--- src/start_guard_pkg.sv ---
// shared constants and types for the start guard and supply switch block
package start_guard_pkg;
   localparam int clk_hz = 100_000_000;
   localparam int clk_ns = 10;
   localparam logic [4:0] guard_func_code = 5'h0D;
   localparam logic [4:0] switch_func_code = 5'h0E;
   localparam int first_terminal = 1;
   localparam int terminal_count = 7;
   localparam int tick_ms = 1;
   localparam int tick_cycles = tick_ms * (clk_hz / 1000);
   localparam int min_run_wait_s = 3;
   localparam logic [7:0] guard_fault_code = 8'h0D;
   localparam logic [7:0] undervoltage_fault_code = 8'h09;
   localparam logic [7:0] no_fault_code = 8'h00;
   localparam logic [15:0] delay_reset = 16'h0000;
   localparam logic [19:0] tick_reset = 20'h00000;
   typedef enum {st_power_up, st_stop, st_run, st_guard_trip, st_uv_trip,
                 st_coast_wait, st_match} state_t;
endpackage

--- src/start_guard.sv ---
// start interlock: power-up start guard and supply switchover restart
//
// Contract
// RULE_01: guard off, run at power-up starts immediately
// RULE_02: function code 13 input enables guard
// RULE_03: guarded run at power-up trips, shows code
// RULE_04: run off or reset clears guard trip
// RULE_05: after run-off clear, start on new run
// RULE_06: reset clear with run active resumes immediately
// RULE_07: undervoltage trip reset still applies guard
// RULE_08: controller waits 3 s before asserting run
// RULE_09: switch function assignable to terminals 1-7
// RULE_10: switch release waits, matches frequency, accelerates
// RULE_11: low speed or fast decay starts 0 Hz
// RULE_12: operator lengthens delay after restart overcurrent
// RULE_13: any trip stops output, alarm at once
// RULE_14: retry delay programmable, zero means none
// RULE_15: run sampled once at power-up end
// RULE_16: guard clear drops alarm and code together
module start_guard
   import start_guard_pkg::*;
#(
   parameter int tick_period = tick_cycles
) (
   input wire logic mclk,
   input wire logic nrst,
   input wire logic [6:0] terminal_in,
   input wire logic [4:0] func_sel_0,
   input wire logic [4:0] func_sel_1,
   input wire logic [4:0] func_sel_2,
   input wire logic [4:0] func_sel_3,
   input wire logic [4:0] func_sel_4,
   input wire logic [4:0] func_sel_5,
   input wire logic [4:0] func_sel_6,
   input wire logic run_cmd,
   input wire logic fault_clear_input,
   input wire logic keypad_stop_reset,
   input wire logic power_up_done,
   input wire logic undervoltage,
   input wire logic [15:0] retry_delay_ms,
   input wire logic match_done,
   input wire logic speed_low,
   input wire logic fast_decay,
   output logic output_enable,
   output logic alarm,
   output logic [7:0] error_code,
   output logic freq_match,
   output logic start_zero_hz
);
   typedef struct packed {
      logic [6:0] term_s1;
      logic [6:0] term_s2;
      logic [4:0] ctl_s1;
      logic [4:0] ctl_s2;
      logic [1:0] sw_s;
      logic run_prev;
      logic switch_prev;
      logic clear_prev;
      logic cleared_by_run_off;
      logic [15:0] delay;
      state_t state;
      logic drive;
      logic alarm;
      logic [7:0] code;
      logic match;
      logic zero_hz;
   } sg_t;
   sg_t r, next_r;
   logic tick;
   logic [4:0] sel [terminal_count];
   logic guard_on, switch_on, run_s, clear_s, pup_s, uv_s;

   // return 1 when any synchronised terminal carries the given function
   function automatic logic func_active(input logic [6:0] t, input logic [4:0] code);
      logic hit;
      hit = 1'b0;
      for (int i = 0; i < terminal_count; i++) begin
         if (sel[i] == code && t[i]) begin
            hit = 1'b1;
         end
      end
      return hit;
   endfunction

   tick_divider #(.period(tick_period)) u_tick (
      .mclk(mclk),
      .nrst(nrst),
      .tick(tick)
   );

   always_comb begin
      sel[0] = func_sel_0;
      sel[1] = func_sel_1;
      sel[2] = func_sel_2;
      sel[3] = func_sel_3;
      sel[4] = func_sel_4;
      sel[5] = func_sel_5;
      sel[6] = func_sel_6;
   end

   // always_comb also wakes on sel, which the function reads from outside its arguments
   always_comb begin
      guard_on = func_active(r.term_s2, guard_func_code); // [RULE_02]
      switch_on = func_active(r.term_s2, switch_func_code); // [RULE_09]
   end
   assign run_s = r.ctl_s2[0];
   assign clear_s = r.ctl_s2[1];
   assign pup_s = r.ctl_s2[2];
   assign uv_s = r.ctl_s2[3];

   always_comb begin
      next_r = r;
      next_r.term_s1 = terminal_in;
      next_r.term_s2 = r.term_s1;
      next_r.ctl_s1 = {1'b0, undervoltage, power_up_done, fault_clear_input | keypad_stop_reset, run_cmd};
      next_r.ctl_s2 = r.ctl_s1;
      next_r.run_prev = run_s;
      next_r.switch_prev = switch_on;
      next_r.clear_prev = clear_s;
      case (r.state)
         st_power_up: begin
            if (pup_s) begin
               // single sample of run at end of power-up
               if (run_s && guard_on) begin // [RULE_15]
                  next_r.state = st_guard_trip; // [RULE_03]
                  next_r.alarm = 1'b1;
                  next_r.code = guard_fault_code;
               end else if (run_s) begin
                  next_r.state = st_run; // [RULE_01]
                  next_r.drive = 1'b1;
               end else begin
                  next_r.state = st_stop;
               end
            end
         end
         st_stop: begin
            // level run only restarts when not waiting for a fresh edge
            if (run_s && (!r.cleared_by_run_off || !r.run_prev)) begin // [RULE_05]
               next_r.state = st_run;
               next_r.drive = 1'b1;
               next_r.cleared_by_run_off = 1'b0;
            end else if (!run_s) begin
               next_r.cleared_by_run_off = 1'b0;
            end
         end
         st_run: begin
            if (!run_s) begin
               next_r.state = st_stop;
               next_r.drive = 1'b0;
            end else if (switch_on) begin
               // supply handed to utility; output off while held
               next_r.drive = 1'b0;
            end else if (r.switch_prev) begin
               next_r.drive = 1'b0;
               next_r.delay = retry_delay_ms;
               next_r.state = (retry_delay_ms == delay_reset) ? st_match : st_coast_wait; // [RULE_14]
            end
         end
         st_coast_wait: begin
            if (!run_s) begin
               next_r.state = st_stop;
            end else if (r.delay == delay_reset) begin
               next_r.state = st_match; // [RULE_10]
            end else if (tick) begin
               next_r.delay = r.delay - 16'h0001;
            end
         end
         st_match: begin
            next_r.match = 1'b1;
            next_r.zero_hz = speed_low | fast_decay; // [RULE_11]
            if (!run_s) begin
               next_r.state = st_stop;
               next_r.match = 1'b0;
               next_r.zero_hz = 1'b0;
            end else if (match_done || speed_low || fast_decay) begin
               next_r.state = st_run; // [RULE_10]
               next_r.drive = 1'b1;
               next_r.match = 1'b0;
            end
         end
         st_guard_trip: begin
            if (clear_s && !r.clear_prev) begin
               // reset with run still on resumes at once
               next_r.state = run_s ? st_run : st_stop; // [RULE_06]
               next_r.drive = run_s;
               next_r.alarm = 1'b0; // [RULE_16]
               next_r.code = no_fault_code;
            end else if (!run_s) begin
               next_r.state = st_stop; // [RULE_04]
               next_r.cleared_by_run_off = 1'b1;
               next_r.alarm = 1'b0; // [RULE_16]
               next_r.code = no_fault_code;
            end
         end
         st_uv_trip: begin
            // trip clears on reset release, then guard check reapplies
            if (!clear_s && r.clear_prev) begin
               next_r.alarm = 1'b0;
               next_r.code = no_fault_code;
               next_r.state = st_power_up; // [RULE_07]
            end
         end
         default: begin
            next_r.state = st_power_up;
         end
      endcase
      if (uv_s && r.state != st_uv_trip && r.state != st_power_up) begin
         next_r.state = st_uv_trip; // [RULE_13]
         next_r.drive = 1'b0;
         next_r.match = 1'b0;
         next_r.zero_hz = 1'b0;
         next_r.alarm = 1'b1;
         next_r.code = undervoltage_fault_code;
      end
   end

   always_ff @(posedge mclk or negedge nrst) begin
      if (!nrst) begin
         r <= '0;
      end else begin
         r <= next_r;
      end
   end

   // trips drop drive in the same cycle they are entered
   assign output_enable = r.drive; // [RULE_13]
   assign alarm = r.alarm;
   assign error_code = r.code;
   assign freq_match = r.match;
   assign start_zero_hz = r.zero_hz;
endmodule

--- src/tick_divider.sv ---
// divider producing a one-cycle enable pulse every tick period
module tick_divider
   import start_guard_pkg::*;
#(
   parameter int period = tick_cycles
) (
   input wire logic mclk,
   input wire logic nrst,
   output logic tick
);
   typedef struct packed {
      logic [19:0] count;
      logic pulse;
   } div_t;
   div_t r, next_r;

   always_comb begin
      next_r = r;
      next_r.pulse = 1'b0;
      if (r.count == 20'(period - 1)) begin
         next_r.count = tick_reset;
         next_r.pulse = 1'b1;
      end else begin
         next_r.count = r.count + 20'h00001;
      end
   end

   always_ff @(posedge mclk or negedge nrst) begin
      if (!nrst) begin
         r <= '0;
      end else begin
         r <= next_r;
      end
   end

   assign tick = r.pulse;
endmodule

--- config.mk ---
export PLATFORM = sky130hd
export DESIGN_NAME = start_guard
export DESIGN_NICKNAME = d
export VERILOG_FILES = /design/src/start_guard_pkg.sv /design/src/start_guard.sv /design/src/tick_divider.sv
export SDC_FILE = /design/constraint.sdc
export NUM_CORES = 1
export LEC_CHECK = 0
export ABC_AREA = 1
export BUFFER_PORTS_ARGS = -buffer_cell sky130_fd_sc_hd__clkbuf_2
export CORE_MARGIN = 2
export CORE_UTILIZATION = 60
export CTS_CLUSTER_DIAMETER = 80
export DETAILED_ROUTE_END_ITERATION = 7
export PLACE_DENSITY = 0.95
export SETUP_SLACK_MARGIN = 0.5
export SLEW_MARGIN = 20
export SYNTH_ARGS = -nofsm -noshare
export SYNTH_HDL_FRONTEND = slang
export SYNTH_SLANG_ARGS = --single-unit
--- constraint.sdc ---
create_clock -name mclk -period 3.4 [get_ports mclk]
set_input_delay 0.17 -clock mclk [delete_from_list [all_inputs] [get_ports mclk]]
set_output_delay 0.17 -clock mclk [all_outputs]
set_load 0.03 [all_outputs]
==> results.md <==
- The number of hold-slack violations in the final timing report is 0.
- The clock reaches the later pin of the worst-skew pair after 350 ps.
- TritonCTS built the clock tree.
- The total overflow reported by the global router is 0.
- The clock slew seen by the registers of the worst setup and hold paths is 70 ps.
- After synthesis the netlist holds a flip-flop and latch count of 71.
- In this run, placement finished with an instance count of 753.
- The worst register-to-register path ends at r[48]$_DFFE_PN0P_.
- The total negative slack for setup checks is 0 ps.
- The maximum clock insertion buffer count is 2.
- The number of antenna diodes is 0.
- The die is 88.0 microns tall.
- The worst voltage drop across the vdd grid is 0.000317 V.
- Across the routed clock network, the largest skew measured is 10.3 ps.
- The summed instance area of the synthesized netlist is 4230 sq um.
- In this run the tool buffered the top-level ports with 74 buffer cells.
- The tree built by TritonCTS fans out to 71 sinks.
- The number of remaining DRC errors is 0.
- The number of global-route vias before repair is 4199.
- The area taken by flip-flops and latches is 1780 sq um.
- At the pin with the least slew margin, the transition time is 677 ps.
- The final-stage net count is 751.
- The count of mapped cells out of synthesis is 596.
- For hold timing, the worst endpoint is r[57]$_DFFE_PN0P_.
- The global-route usage over all layers is 31.2%.
- Leaving out filler cells and counting taps, the final layout contains 782.
- The number of vias per cell after detailed routing is 5.44.
- The number of different library cells in the post-synthesis netlist is 34.
- The final-layout fill cell count is 478.
- The worst hold path belongs to the class in2reg.
- The number of top-level pins is 80.
- Data on the critical path arrives at its endpoint at 2400 ps.
- The total number of placement rows is 30.
- The kind of start point of the critical path is a register.
- After layout, the minimum clock period comes to 2160 ps.
- In the final routed layout, each cell accounts on average for 14.0 microns.
- The starting density of the core is 62.3%.
- Setup repair after global routing left no endpoint under its margin.
- Timing would allow up to 462 MHz.
- Measured against its own limit, the worst slew margin works out to 54.4%.
- The area growth from synthesis to layout is 17.0%.
- The cell chosen for the clock root is clkbuf_8.
- Of the cells placed in the final design, the portion with a size suffix greater than 1 is 17.2%.
- The max-slew violation total from the final report is 0.
- The register area share after synthesis is 42.0%.
- Setup violations remaining at the end of the flow were counted as 0.
- The required time of the critical path is 3640 ps.
- The placed wire-length estimate is 7680 microns.
- Post-CTS timing repair inserted 0 buffers for setup.
- In this run, post-CTS hold repair placed 13 buffers.
- The combinational share of power is 40.6%.
- The first global-routing pass estimated 18700 microns of wire.
- The number of antenna violations at the first check in global routing is 0.
- The detailed-router iteration count before antenna repair is 5.
- From left edge to right edge, the die measures 88.0 microns.
- The hold path depth is 5.
- The clock network is responsible for 22.5% of the overall power.
- The final cycle utilization of the critical path is 63.7%.
- The final weighted congestion in routability-driven placement is 0.941.
- Of the total power, registers draw 36.9%.
- The mean cell area of the mapped netlist is 7.10 sq um.
- Yosys printed 0 warnings.
- The number of nets still failing antenna checks after routing is 0.
- The violation count after the first detailed-route iteration is 509.
- The die covers 7740 sq um.
- The final route contains 4251 vias.
- The switching power summed over all nets is 0.00130 W.
- Net switching is 42.8% of the power.
- The maximum number of pins on one net before global-route repair is 45.
- The internal power is 0.00174 W.
- The endpoint kind of the worst setup timing path is a register.
- Across the run, the number of max-cap violations was 0.
- Of all nets on the critical path, the largest fanout is 19.
- The total leakage power is 2.72 nW.
- The count of instances resized after the clock tree is built is 0.
- The worst hold margin is 175 ps.
- Traced cell by cell, the critical path runs through nand3_4, inv_2, o21ai_2, nor2_4, nand3_4, nand2_1, nand2_1.
- The core area is 6790 sq um.
- The run finished with clean final reports.
- The setup check on the worst reg-to-reg path leaves a slack of 1240 ps.
- The worst hold path startpoint is retry_delay_ms[13].
- The H-tree was split into 3 levels.
- The CTS buffer count is 9.
- The area of all placed cells without fillers is 4950 sq um.
- Measured in cells, the most critical reg-to-reg path has a length of 7.
- Summing all multi-input logic gate instances after layout gives 2040 sq um.
- On the critical path, the stage with the largest delay is an instance of dfrtp_1.
- In this design, the stage delay of the slowest critical-path cell is 550 ps.
- The startpoint identified for the worst register-to-register timing path is r[14]$_DFFE_PN0P_.
- The total power per unit cell area is 615 nW/um^2.
- The type of the setup path with the least slack is reg2reg.
- The placed cell area is 4620 sq um.
- The aggregate routed wire length is 10900 microns.
layout make-up:
cell class,instances,area share [%]
clock buffer,12,2.93
timing repair buffer,88,10.3
inverter,83,6.29
multi-input combinational,428,41.1
sequential,71,35.9
clock inverter,4,1.11
tap,96,2.43
power groups by stage:
stage / Sequential, W / Combinational [W] / Clock (W)
after floorplan: 0.00110 / 0.000950 / 0
after global placement: 0.00112 / 0.00114 / 0
after detailed placement: 0.00113 / 0.00119 / 0
after CTS: 0.00112 / 0.00121 / 0.000693
after global routing: 0.00114 / 0.00139 / 0.000733
final: 0.00113 / 0.00124 / 0.000685
layer usage:
metal	share of wire, %	wire [microns]	up-vias	track usage [%]
met5	0	0	-	0
met4	3.3	360	0	14.1
met3	6.9	757	41	6.13
met2	49	5310	195	50.3
met1	41	4520	1965	40.8
li1	-	-	2050	-
logic make-up after synthesis:
kind of cell	Yosys count	share of synthesized area [%]
compound gates	37	4.94
xor+xnor	11	2.28
fa+ha+maj	2	0.591
buf+inv	101	10.3
flops	71	42.0
other cells	1	0.0886
simple gates	373	39.8
worst max-delay path, delay by kind of cell, from the launching register on:
kind / cells / cell delay, ps
AO/OA/AOI/OAI: 1 / 120
buffers and inverters: 1 / 330
flip-flops: 1 / 550
AND/OR/NAND/NOR: 5 / 1050
sequential cells by signal, indices dropped and copies added, names as in the netlist:
register       count
error_code         2
freq_match         1
pup_s              1
next_r            12
output_enable      1
u_tick.r          20
r                 31
start_zero_hz      1
clear_s            1
u_tick.tick        1
cells in the mapped netlist (all sizes together):
cell type | number | area [sq um]
clkbuf | 3 | 11.3
a211oi | 2 | 15.0
nor3 | 16 | 90.1
and2 | 1 | 6.26
nor4 | 2 | 12.5
a21oi | 8 | 40.0
nand3 | 59 | 325
xor2 | 8 | 70.1
a2bb2oi | 1 | 8.76
dfrtp | 71 | 1780
o21ai | 23 | 123
nand2 | 172 | 656
conb | 1 | 3.75
inv | 83 | 312
xnor2 | 3 | 26.3
buf | 15 | 113
or2 | 5 | 31.3
nand4 | 23 | 144
a31oi | 1 | 6.26
ha | 2 | 25.0
nand3b | 6 | 45.0
a31o | 1 | 8.76
o21bai | 1 | 7.51
nor2 | 89 | 377
through the flow:
stage | util, % | total power, W | setup WS, ps
floorplan | - | 0.00205 | 1740
global placement | 68.0 | 0.00227 | 1380
detailed placement | 68.0 | 0.00232 | 1280
CTS | 72.9 | 0.00302 | 1270
global route | 72.9 | 0.00327 | 1080
finish | 72.9 | 0.00305 | 1240
worst max path at each step:
stage	from	end	slack, ps	cells after the start
after floorplan	r[44]$_DFFE_PN0P_	r[45]$_DFFE_PN0P_	1740	10
after global placement	r[14]$_DFFE_PN0P_	r[54]$_DFFE_PN0P_	1380	7
after detailed placement	r[14]$_DFFE_PN0P_	r[48]$_DFFE_PN0P_	1280	7
after CTS	r[14]$_DFFE_PN0P_	r[48]$_DFFE_PN0P_	1270	7
after global routing	r[14]$_DFFE_PN0P_	r[48]$_DFFE_PN0P_	1080	7
final	r[14]$_DFFE_PN0P_	r[48]$_DFFE_PN0P_	1240	7
placed cells by master, fill, tap and decap left out, drive strengths merged:
master and instances:
nand3b 6, clkinvlp 1, a31oi 1, ha 2, nand2 172, a21oi 8
a211oi 2, nand3 59, buf 2, nor3 16, xor2 8, bufinv 1
a31o 1, clkinv 2, conb 5, nor2 89, clkbuf 85, o21bai 1
inv 83, or2 5, a2bb2oi 1, o21ai 23, xnor2 3, nor4 2
nand4 23, and2 1, dfrtp 71, dlygate4sd3 13
Note: power is estimated with default switching activity, not from simulation.
